`src/common/otl_pkg.sv`:
```
// constants shared by the overtemperature limit and response register bank
package otl_pkg;
	// ----------------------------------------------------------------
	// command codes
	// ----------------------------------------------------------------
	localparam logic [7:0] CMD_OC_WARN = 8'h4a;
	localparam logic [7:0] CMD_OT_FAULT = 8'h4f;
	localparam logic [7:0] CMD_OT_RESP = 8'h50;
	localparam logic [7:0] CMD_OT_WARN = 8'h51;

	// ----------------------------------------------------------------
	// threshold mantissas, one degree per step
	// ----------------------------------------------------------------
	localparam int MANT_W = 11;
	localparam logic [10:0] FAULT_RST = 11'h07d;
	localparam logic [10:0] FAULT_MIN = 11'h078;
	localparam logic [10:0] FAULT_MAX = 11'h0a5;
	localparam logic [10:0] WARN_RST = 11'h074;
	localparam logic [10:0] WARN_MIN = 11'h064;
	localparam logic [10:0] WARN_MAX = 11'h08c;
	localparam logic [10:0] WARN_OFFSET = 11'h019;
	localparam logic [10:0] HYST_DEG = 11'h014;

	// ----------------------------------------------------------------
	// overcurrent warning word: exponent -1, seven mantissa bits
	// ----------------------------------------------------------------
	localparam logic [4:0] OCW_EXP = 5'h1f;
	localparam logic [6:0] OCW_DEF_HI = 7'h44;
	localparam logic [6:0] OCW_DEF_LO = 7'h2c;
	localparam logic [6:0] OCW_MAX_HI = 7'h4f;
	localparam logic [6:0] OCW_MAX_LO = 7'h47;
	localparam logic [6:0] OCW_MIN = 7'h08;

	// ----------------------------------------------------------------
	// response register layout
	// ----------------------------------------------------------------
	localparam logic [7:0] RESP_RST = 8'hbf;
	localparam int RESP_SEL_BIT = 7;
	localparam int RESP_RETRY_LSB = 3;
	localparam logic [2:0] RESP_DELAY_CODE = 3'h7;
	localparam logic [2:0] RETRY_NONE = 3'h0;
	localparam logic [2:0] RETRY_ALWAYS = 3'h7;

	// ----------------------------------------------------------------
	// restart delay timing
	// ----------------------------------------------------------------
	localparam int CLK_PERIOD_NS = 10;
	localparam int RAMP_TIME_NS = 5000000;
	localparam int RAMP_CYCLES = RAMP_TIME_NS / CLK_PERIOD_NS;
	localparam logic [2:0] RESTART_RAMPS = 3'h7;

	// restart sequencer states
	typedef enum logic [1:0] {
		ST_RUN,
		ST_LATCH_OFF,
		ST_COOL,
		ST_DELAY
	} otl_state_e;
endpackage

```
`src/otl_regs.sv`:
```
// overtemperature limit, response and overcurrent warning register bank
//
// Functional notes
// - overcurrent warning exponent fixed at minus one
// - overcurrent mantissa upper four bits stay zero
// - overcurrent default 34 A or 22 A
// - fault when sensed temperature exceeds fault limit
// - fault limit not above warning: error, alert
// - fault limit exponent zero, resets to 125
// - fault limit valid from 120 to 165
// - fault sets summary, fault bit, alert
// - fault flag held until 20 below limit
// - response bits 2..0 read as ones
// - select bit resets one; chooses ignore or shutdown
// - retry 000 latches off; 111 restarts forever
// - other retry codes rejected with error, alert
// - only retry bit 3 kept in storage
// - internal faults always shut down and retry
// - warning sets summary, warning bit, alert
// - warning flag held until 20 below limit
// - warning limit not below fault: error, alert
// - restore sets warning to max(fault-25, 100)
// - fault limit and response saved on store
// - warning limit zero exponent, 100 to 140
`timescale 1ns/1ps
module otl_regs
	import otl_pkg::*;
#(
	parameter bit HIGH_CURRENT = 1'b1,
	parameter int RAMP_CYC = RAMP_CYCLES
) (
	input wire logic REF_CLK,
	input wire logic RST,
	input wire logic CMD_WR,
	input wire logic CMD_RD,
	input wire logic [7:0] CMD_CODE,
	input wire logic [15:0] CMD_WDATA,
	output logic [15:0] CMD_RDATA,
	input wire logic CLEAR_FAULTS,
	input wire logic [10:0] TEMP_EXT,
	input wire logic INT_OT,
	input wire logic NV_LOAD,
	input wire logic [10:0] NV_FAULT_MANT,
	input wire logic NV_RESP_SEL,
	input wire logic NV_RETRY_BIT,
	input wire logic STORE_ALL,
	output logic NV_SAVE,
	output logic [10:0] NV_SAVE_FAULT,
	output logic NV_SAVE_SEL,
	output logic NV_SAVE_RETRY,
	output logic STAT_CML,
	output logic STAT_IVD,
	output logic STAT_TEMP,
	output logic STAT_OT_FAULT,
	output logic STAT_OT_WARN,
	output logic ALERT_N,
	output logic POWER_EN
);
	// ----------------------------------------------------------------
	// elaboration checks and derived widths
	// ----------------------------------------------------------------
	localparam int CW = (RAMP_CYC > 2) ? $clog2(RAMP_CYC) : 1;
	localparam logic [CW-1:0] RC_LAST = CW'(RAMP_CYC - 1);
	localparam logic [6:0] OCW_DEF = HIGH_CURRENT ? OCW_DEF_HI : OCW_DEF_LO;
	localparam logic [6:0] OCW_MAX = HIGH_CURRENT ? OCW_MAX_HI : OCW_MAX_LO;

	generate
		if (RAMP_CYC < 2) begin : g_bad_ramp
			$error("RAMP_CYC must be at least 2");
		end
	endgenerate

	// ----------------------------------------------------------------
	// register state
	// ----------------------------------------------------------------
	logic [10:0] fault_mant_ff; // fault limit, degrees
	logic [10:0] warn_mant_ff; // warning limit, degrees
	logic [6:0] ocw_mant_ff; // overcurrent warning, half amperes
	logic fault_ignore_select_ff; // 1 shuts down, 0 keeps running
	logic retry_bit_ff; // one bit stands for the whole retry field
	logic [2:0] retry_select_field; // replicated view of retry_bit_ff
	logic [10:0] warn_restored; // warning limit derived on restore
	logic [10:0] fault_less_off; // fault limit minus offset

	assign retry_select_field = {3{retry_bit_ff}};
	assign fault_less_off = NV_FAULT_MANT - WARN_OFFSET;
	assign warn_restored = (NV_FAULT_MANT < WARN_MIN + WARN_OFFSET) ?
		WARN_MIN : fault_less_off;

	// ----------------------------------------------------------------
	// write decode and cross checks
	// ----------------------------------------------------------------
	logic [10:0] wr_mant; // mantissa field of the written word
	logic [2:0] wr_retry; // retry field of the written byte
	logic wr_fault; // write to fault limit
	logic wr_warn; // write to warning limit
	logic wr_resp; // write to response register
	logic wr_ocw; // write to overcurrent warning
	logic fault_ok; // new fault limit acceptable
	logic warn_ok; // new warning limit acceptable
	logic resp_ok; // retry code acceptable
	logic ocw_ok; // overcurrent value acceptable
	logic wr_reject; // any rejected write

	assign wr_mant = CMD_WDATA[10:0]; // exponent bits 15..11 ignored
	assign wr_retry = CMD_WDATA[RESP_RETRY_LSB+2:RESP_RETRY_LSB];
	assign wr_fault = CMD_WR && CMD_CODE == CMD_OT_FAULT;
	assign wr_warn = CMD_WR && CMD_CODE == CMD_OT_WARN;
	assign wr_resp = CMD_WR && CMD_CODE == CMD_OT_RESP;
	assign wr_ocw = CMD_WR && CMD_CODE == CMD_OC_WARN;
	// fault must sit above the warning and inside its range
	assign fault_ok = wr_mant > warn_mant_ff && wr_mant >= FAULT_MIN &&
		wr_mant <= FAULT_MAX;
	// warning must sit below the fault and inside its range
	assign warn_ok = wr_mant < fault_mant_ff && wr_mant >= WARN_MIN &&
		wr_mant <= WARN_MAX;
	assign resp_ok = wr_retry == RETRY_NONE ||
		wr_retry == RETRY_ALWAYS;
	// only the low seven bits are looked at, the rest stay zero
	assign ocw_ok = CMD_WDATA[6:0] >= OCW_MIN &&
		CMD_WDATA[6:0] <= OCW_MAX;
	assign wr_reject = (wr_fault && !fault_ok) || (wr_warn && !warn_ok) ||
		(wr_resp && !resp_ok) || (wr_ocw && !ocw_ok);

	// fault limit: reset, restore or accepted write
	always_ff @(posedge REF_CLK or posedge RST) begin
		if (RST) begin
			fault_mant_ff <= FAULT_RST;
		end else if (NV_LOAD) begin
			fault_mant_ff <= NV_FAULT_MANT;
		end else if (wr_fault && fault_ok) begin
			fault_mant_ff <= wr_mant;
		end
	end

	// warning limit: not stored, so restore derives it from the fault
	always_ff @(posedge REF_CLK or posedge RST) begin
		if (RST) begin
			warn_mant_ff <= WARN_RST;
		end else if (NV_LOAD) begin
			warn_mant_ff <= warn_restored;
		end else if (wr_warn && warn_ok) begin
			warn_mant_ff <= wr_mant;
		end
	end

	// response register; a bad retry code rejects the whole byte
	always_ff @(posedge REF_CLK or posedge RST) begin
		if (RST) begin
			fault_ignore_select_ff <= RESP_RST[RESP_SEL_BIT];
			retry_bit_ff <= RESP_RST[RESP_RETRY_LSB];
		end else if (NV_LOAD) begin
			fault_ignore_select_ff <= NV_RESP_SEL;
			retry_bit_ff <= NV_RETRY_BIT;
		end else if (wr_resp && resp_ok) begin
			fault_ignore_select_ff <= CMD_WDATA[RESP_SEL_BIT];
			retry_bit_ff <= CMD_WDATA[RESP_RETRY_LSB];
		end
	end

	// overcurrent warning: default depends on current variant
	always_ff @(posedge REF_CLK or posedge RST) begin
		if (RST) begin
			ocw_mant_ff <= OCW_DEF;
		end else if (NV_LOAD) begin
			ocw_mant_ff <= OCW_DEF;
		end else if (wr_ocw && ocw_ok) begin
			ocw_mant_ff <= CMD_WDATA[6:0];
		end
	end

	// ----------------------------------------------------------------
	// read path, one cycle latency, unknown codes read zero
	// ----------------------------------------------------------------
	always_ff @(posedge REF_CLK or posedge RST) begin
		if (RST) begin
			CMD_RDATA <= 16'h0000;
		end else if (CMD_RD) begin
			case (CMD_CODE)
				CMD_OT_FAULT: CMD_RDATA <= {5'h00, fault_mant_ff};
				CMD_OT_WARN: CMD_RDATA <= {5'h00, warn_mant_ff};
				CMD_OT_RESP: CMD_RDATA <= {8'h00, fault_ignore_select_ff,
					1'b0, retry_select_field, RESP_DELAY_CODE};
				CMD_OC_WARN: CMD_RDATA <= {OCW_EXP, 4'h0,
					ocw_mant_ff};
				default: CMD_RDATA <= 16'h0000;
			endcase
		end
	end

	// ----------------------------------------------------------------
	// store to nonvolatile memory
	// ----------------------------------------------------------------
	// snapshot taken with the pulse so the store engine sees a stable word
	always_ff @(posedge REF_CLK or posedge RST) begin
		if (RST) begin
			NV_SAVE <= 1'b0;
			NV_SAVE_FAULT <= FAULT_RST;
			NV_SAVE_SEL <= RESP_RST[RESP_SEL_BIT];
			NV_SAVE_RETRY <= RESP_RST[RESP_RETRY_LSB];
		end else begin
			NV_SAVE <= STORE_ALL;
			if (STORE_ALL) begin
				NV_SAVE_FAULT <= fault_mant_ff;
				NV_SAVE_SEL <= fault_ignore_select_ff;
				NV_SAVE_RETRY <= retry_bit_ff;
			end
		end
	end

	// ----------------------------------------------------------------
	// temperature comparison
	// ----------------------------------------------------------------
	logic overtemp_fault_flag; // latched fault level
	logic overtemp_warning_level; // latched warning level

	otl_hyst_flag u_fault (
		.clk(REF_CLK),
		.rst(RST),
		.temp(TEMP_EXT),
		.limit(fault_mant_ff),
		.flag(overtemp_fault_flag)
	);

	otl_hyst_flag u_warn (
		.clk(REF_CLK),
		.rst(RST),
		.temp(TEMP_EXT),
		.limit(warn_mant_ff),
		.flag(overtemp_warning_level)
	);

	// ----------------------------------------------------------------
	// sticky status and alert
	// ----------------------------------------------------------------
	logic nxt_cml; // communication error summary
	logic nxt_ivd; // invalid data
	logic nxt_temp; // temperature summary
	logic nxt_otf; // fault status
	logic nxt_otw; // warning status

	// set wins over the clear so no event is lost
	always_comb begin
		nxt_cml = wr_reject || (STAT_CML && !CLEAR_FAULTS);
		nxt_ivd = wr_reject || (STAT_IVD && !CLEAR_FAULTS);
		nxt_otf = overtemp_fault_flag ||
			(STAT_OT_FAULT && !CLEAR_FAULTS);
		nxt_otw = overtemp_warning_level ||
			(STAT_OT_WARN && !CLEAR_FAULTS);
		nxt_temp = overtemp_fault_flag || overtemp_warning_level ||
			(STAT_TEMP && !CLEAR_FAULTS);
	end

	// alert follows the status so both move on the same edge
	always_ff @(posedge REF_CLK or posedge RST) begin
		if (RST) begin
			STAT_CML <= 1'b0;
			STAT_IVD <= 1'b0;
			STAT_TEMP <= 1'b0;
			STAT_OT_FAULT <= 1'b0;
			STAT_OT_WARN <= 1'b0;
			ALERT_N <= 1'b1;
		end else begin
			STAT_CML <= nxt_cml;
			STAT_IVD <= nxt_ivd;
			STAT_TEMP <= nxt_temp;
			STAT_OT_FAULT <= nxt_otf;
			STAT_OT_WARN <= nxt_otw;
			ALERT_N <= !(nxt_cml || nxt_ivd || nxt_temp || nxt_otf ||
				nxt_otw);
		end
	end

	// ----------------------------------------------------------------
	// shutdown and restart sequencer
	// ----------------------------------------------------------------
	otl_state_e state_ff; // sequencer state
	otl_state_e nxt_state; // next sequencer state
	logic fault_prev_ff; // previous external fault level
	logic int_prev_ff; // previous internal fault level
	logic ext_trip; // external fault rising edge
	logic int_trip; // internal fault rising edge
	logic trip; // shutdown request
	logic cooled; // both sources released
	logic [CW-1:0] ramp_cnt_ff; // cycles within one ramp time
	logic [2:0] ramp_num_ff; // ramp times elapsed
	logic ramp_tick; // one-cycle enable per ramp time
	logic delay_done; // seventh ramp time over

	assign ext_trip = overtemp_fault_flag && !fault_prev_ff;
	assign int_trip = INT_OT && !int_prev_ff;
	// ignore mode still flags, but only internal faults force a shutdown
	assign trip = (ext_trip && fault_ignore_select_ff) || int_trip;
	assign cooled = !overtemp_fault_flag && !INT_OT;
	assign ramp_tick = state_ff == ST_DELAY && ramp_cnt_ff == RC_LAST;
	assign delay_done = ramp_tick && ramp_num_ff == RESTART_RAMPS - 3'h1;

	// edge history of both fault sources
	always_ff @(posedge REF_CLK or posedge RST) begin
		if (RST) begin
			fault_prev_ff <= 1'b0;
			int_prev_ff <= 1'b0;
		end else begin
			fault_prev_ff <= overtemp_fault_flag;
			int_prev_ff <= INT_OT;
		end
	end

	// next state; internal faults always take the retry path
	always_comb begin
		nxt_state = state_ff;
		case (state_ff)
			ST_RUN: begin
				if (trip && (int_trip || retry_bit_ff)) begin
					nxt_state = ST_COOL;
				end else if (trip) begin
					nxt_state = ST_LATCH_OFF;
				end
			end
			ST_LATCH_OFF: begin
				// output held off until software clears the fault
				if (CLEAR_FAULTS && cooled) begin
					nxt_state = ST_RUN;
				end
			end
			ST_COOL: begin
				if (cooled) begin
					nxt_state = ST_DELAY;
				end
			end
			ST_DELAY: begin
				if (!cooled) begin
					nxt_state = ST_COOL;
				end else if (delay_done) begin
					nxt_state = ST_RUN;
				end
			end
			default: nxt_state = ST_RUN;
		endcase
	end

	// state and power enable move together
	always_ff @(posedge REF_CLK or posedge RST) begin
		if (RST) begin
			state_ff <= ST_RUN;
			POWER_EN <= 1'b1;
		end else begin
			state_ff <= nxt_state;
			POWER_EN <= nxt_state == ST_RUN;
		end
	end

	// ramp time divider, counting only while a restart waits
	always_ff @(posedge REF_CLK or posedge RST) begin
		if (RST) begin
			ramp_cnt_ff <= '0;
			ramp_num_ff <= 3'h0;
		end else if (state_ff != ST_DELAY) begin
			ramp_cnt_ff <= '0;
			ramp_num_ff <= 3'h0;
		end else if (ramp_tick) begin
			ramp_cnt_ff <= '0;
			ramp_num_ff <= ramp_num_ff + 3'h1;
		end else begin
			ramp_cnt_ff <= ramp_cnt_ff + CW'(1);
		end
	end
endmodule

```
`src/otl_hyst_flag.sv`:
```
// temperature comparator with latched trip and fixed release hysteresis
`timescale 1ns/1ps
module otl_hyst_flag
	import otl_pkg::*;
(
	input wire logic clk,
	input wire logic rst,
	input wire logic [10:0] temp,
	input wire logic [10:0] limit,
	output logic flag
);
	// ----------------------------------------------------------------
	// trip and release
	// ----------------------------------------------------------------
	logic [10:0] release_lvl; // temperature at or below which flag drops
	logic trip; // temperature above limit

	assign release_lvl = limit - HYST_DEG;
	assign trip = temp > limit;

	// set wins, so a hot sample never loses against a release
	always_ff @(posedge clk or posedge rst) begin
		if (rst) begin
			flag <= 1'b0;
		end else if (trip) begin
			flag <= 1'b1;
		end else if (temp <= release_lvl) begin
			flag <= 1'b0;
		end
	end
endmodule

```
`config.mk`:
```
export PLATFORM = sky130hd
export DESIGN_NAME = otl_regs
export DESIGN_NICKNAME = d
export VERILOG_FILES = /design/src/common/otl_pkg.sv /design/src/otl_regs.sv /design/src/otl_hyst_flag.sv
export SDC_FILE = /design/constraint.sdc
export NUM_CORES = 1
export LEC_CHECK = 0
export BUFFER_PORTS_ARGS = -buffer_cell sky130_fd_sc_hd__buf_2
export CAP_MARGIN = 20
export CORE_MARGIN = 2
export CORE_UTILIZATION = 55
export DETAILED_ROUTE_END_ITERATION = 8
export GPL_ROUTABILITY_DRIVEN = 0
export PLACE_DENSITY_LB_ADDON = 0.1
export SLEW_MARGIN = 20
export SYNTH_ARGS = -nofsm -noshare
export SYNTH_HDL_FRONTEND = slang
export SYNTH_HIERARCHICAL = 1
export SYNTH_SLANG_ARGS = --single-unit
```
`constraint.sdc`:
```
create_clock -name REF_CLK -period 4.6 [get_ports REF_CLK]
set_input_delay 0.92 -clock REF_CLK [delete_from_list [all_inputs] [get_ports REF_CLK]]
set_output_delay 0.92 -clock REF_CLK [all_outputs]
set_load 0.02 [all_outputs]
```
==> metrics.log <==
INFO  metric mapped_cell_area = around 6300 µm²
INFO  metric pin_count_of_the_biggest_net_entering_global_routing = 52
INFO  metric track_usage = between 20 and 30%
INFO  metric internal_power = between 1.5 and 2 mW
INFO  metric detailed_place_hpwl = approximately 12 mm
INFO  metric core_area = 11300 µm²
INFO  metric power.share.combinational = a little under a quarter
INFO  metric outcome = finished clean
INFO  metric synth.yosys.seq_area_share = 37.1%
INFO  metric grt_remaining_overflow = 0
INFO  metric timing.final.crit_period = around 2.7 ns
INFO  metric yosysMostFrequentCell = inv_1
INFO  metric power.density = 331 nW/µm²
INFO  metric layout-drive-gt1-share = a little under a quarter
INFO  metric slew_headroom = 39.9%
INFO  metric clkTransAtPathRegs = 0.07 ns
INFO  metric critical_path_required = slightly below 5 ns
INFO  metric static-leakage-power = roughly 3.3 nW
INFO  metric worst_r2r_src = fault_mant_ff[2]
INFO  metric design.final.nets = around 860
INFO  metric drt-pass1-iter-count = 5
INFO  metric timing.setup.tns = 0 ns
INFO  metric numClockSinks = between 90 and 100
INFO  metric cts_buffers = 9
INFO  metric fmax = about 0.37 GHz
INFO  metric syn2layout_area_growth = 13.5%
INFO  metric worst_ep_arrival_time = between 3 and 4 ns
INFO  metric drv.max_cap_violation_count = 0
INFO  metric worstPathMaxFanout = 11
INFO  metric synth.top_cells.by_area = dfrtp_1, ha_1, dfstp_2
INFO  metric per_instance_average_area_after_synthesis = 9.63 µm²
INFO  metric hold_path_class = input pin to async pin
INFO  metric synth.top_cell.area_share = a little over a quarter
INFO  metric crit_path_start_kind = input pin
INFO  metric p_switching = 0.732 mW
INFO  metric routed-via-count = 5257
INFO  metric power = ~2.4 mW
INFO  metric cts_post_setup_buffers_inserted = 0
INFO  metric number_of_global_route_vias_before_repair = between 5000 and 6000
INFO  metric postSynthCellCount = 653
INFO  metric cts_resized = 0
INFO  metric synth_flop_cell = dfrtp_1
INFO  metric sw_frac_of_total = between 30% and 40%
INFO  metric final.fill_count = 957
INFO  metric ys_ff_latch = 92
INFO  metric fin_crit_sh = about three fifths
INFO  metric yosys-top-cells-count = inv_1, dfrtp_1, ha_1
INFO  metric setup_viol_count_final = 0
INFO  metric vias_per_cell = 5.97
INFO  metric worst_ir_drop_vdd = roughly 230 µV
INFO  metric report.final.hold_viol_count = 0
INFO  metric number_of_enable_type_register_cells_in_the_synthesized_netlist = 0
INFO  metric grt_first_pass_wirelength = ~27 mm
INFO  metric cts-hold-fix-buffers = 0
INFO  metric cts_tree = done
INFO  metric drt-initial-drc-count = around 400
INFO  metric share_clk_of_total_power = between 30% and 40%
INFO  metric detail_route.wirelength = ~16 mm
INFO  metric worst-slew-pin-transition = roughly 0.9 ns
INFO  metric ys_types = 64
INFO  metric cts_max_path_buffers = 2
INFO  metric critPathKind = input pin to flop
INFO  metric ant_nets = 0
INFO  metric dieHeight = roughly 110 µm
INFO  metric asyncSetResetFlopFracSynth = 100%
INFO  metric seq_power_share = 41.7%
INFO  metric antenna_diode_count = 0
INFO  metric synth_top_area_cell = dfrtp_1
INFO  metric setup.worst_path.start = CMD_WDATA[6]
INFO  metric yosysWarnings = 6
INFO  metric number_of_antenna_violations_at_the_first_check_in_global_routing = 0
INFO  metric floorplan.die_area = between 10000 and 15000 µm²
INFO  metric mappedNetlistNets = just under 800
INFO  metric maxSlewViolCount = 0
INFO  metric io_pins = 93
INFO  metric cts_root_buf = clkbuf_16
INFO  metric row_count = 39
INFO  metric die_width = approximately 110 µm
INFO  metric clock_latency_late_sink = 0.35 ns
INFO  metric clock-skew-final = 0.00711 ns
INFO  metric post_drt_wl_per_cell = between 15 and 20 µm
INFO  metric cp_capture_type = flop
INFO  metric port_buffers = 87
INFO  metric grt_setup_unrepaired = false
INFO  metric drc_violations = 0
INFO  metric initial_core_util = between 50 and 60%
INFO  metric htree_num_levels = 3
stage by stage:
step / instance area [µm²] / worst slack, ns / std cells / util [%] / hold WS [ns]
3_5_place_dp: 6800 / 1.54 / 864 / 60.3 / 0.482
4_1_cts: 7130 / 1.88 / 880 / 63.3 / 0.442
5_1_grt: 7130 / 1.64 / 880 / 63.3 / 0.452
3_3_place_gp: 6800 / 1.55 / 864 / 60.3 / 0.472
6_report: 7130 / 1.87 / 880 / 63.3 / 0.444
2_1_floorplan: 6290 / 1.38 / 653 / - / 0.435
path summary, 6_finish.rpt:
check,end,slack [ns],cells past startpoint
min,u_fault/flag,0.44,2
max reg2reg,u_fault/flag,1.88,10
max,fault_mant_ff[6],1.87,8
min reg2reg,ramp_cnt_ff[0],0.49,1
min in group REF_CLK,ramp_cnt_ff[0],0.49,1
max in group asynchronous,ALERT_N,2.79,3
logic make-up (layout without fill, tap and decap cells):
group | count (synthesis) | after routing | share of synthesized area (%)
compound gates | 126 | 126 | 13.7
fa+ha+maj | 67 | 67 | 13.3
mux | 47 | 47 | 8.54
buf+inv | 94 | 178 | 6.19
xor+xnor | 41 | 41 | 5.71
flops | 92 | 92 | 37.1
simple gates | 186 | 186 | 15.4
layout by cell type, fill, tap and decap left out, types with 8 or more instances in the layout:
cell type  Yosys  layout
o22ai_1       22      22
clkbuf_16      0       9
mux2_4         8       8
a21oi_1       27      27
xor2_1        18      18
mux2_2        21      21
xnor2_1       23      23
nor2_1        48      48
dfrtp_1       68      68
dfstp_2       24      24
nand2_1       40      40
mux2i_1       18      18
ha_1          67      67
o21ai_0       20      19
nand4_1       14      14
a211oi_1       9       9
buf_2          5      87
nor3_1        14      14
nand3_1       20      20
inv_1         74      73
worst max-delay path: stages:
cell	delay (ns)
buf_2	0.18
ha_1	0.35
a21oi_1	0.12
o21ai_0	0.10
a2111o_1	0.46
and3b_4	0.28
mux2_4	0.32
mux2_2	0.26
layout make-up:
type | count | area (µm²) | area share (%)
clock buffers | 12 | 256 | 3.60
clock inverters | 4 | 77.6 | 1.09
inverters | 74 | 279 | 3.91
multi-input cells | 467 | 3560 | 50.0
flip-flops and latches | 92 | 2330 | 32.7
well taps | 143 | 179 | 2.51
repair buffers | 88 | 443 | 6.21
layer usage:
layer | up-vias | track usage, % | routed length (µm)
met5 | - | 0 | 0
met3 | 38 | 5.14 | 982
met1 | 2519 | 36.4 | 7130
met2 | 197 | 44.3 | 7620
li1 | 2503 | - | -
met4 | 0 | 10.6 | 419
state kept, by name, indices dropped and copies added (netlist names), 2 cells and up:
name,count
CMD_RDATA,12
NV_SAVE_FAULT,11
fault_mant_ff,11
ocw_mant_ff,7
ramp_cnt_ff,19
ramp_num_ff,3
state_ff,2
warn_mant_ff,11
power by group through the flow:
| stage | Sequential [mW] | Combinational [mW] | Clock, mW |
|---|---|---|---|
| after floorplan | 0.982 | 0.350 | 0 |
| after detailed placement | 0.996 | 0.531 | 0 |
| after global routing | 0.990 | 0.609 | 0.889 |
| after global placement | 0.995 | 0.507 | 0 |
| final | 0.984 | 0.539 | 0.835 |
| after CTS | 0.982 | 0.536 | 0.852 |
Power figures use the tool's default switching activity.
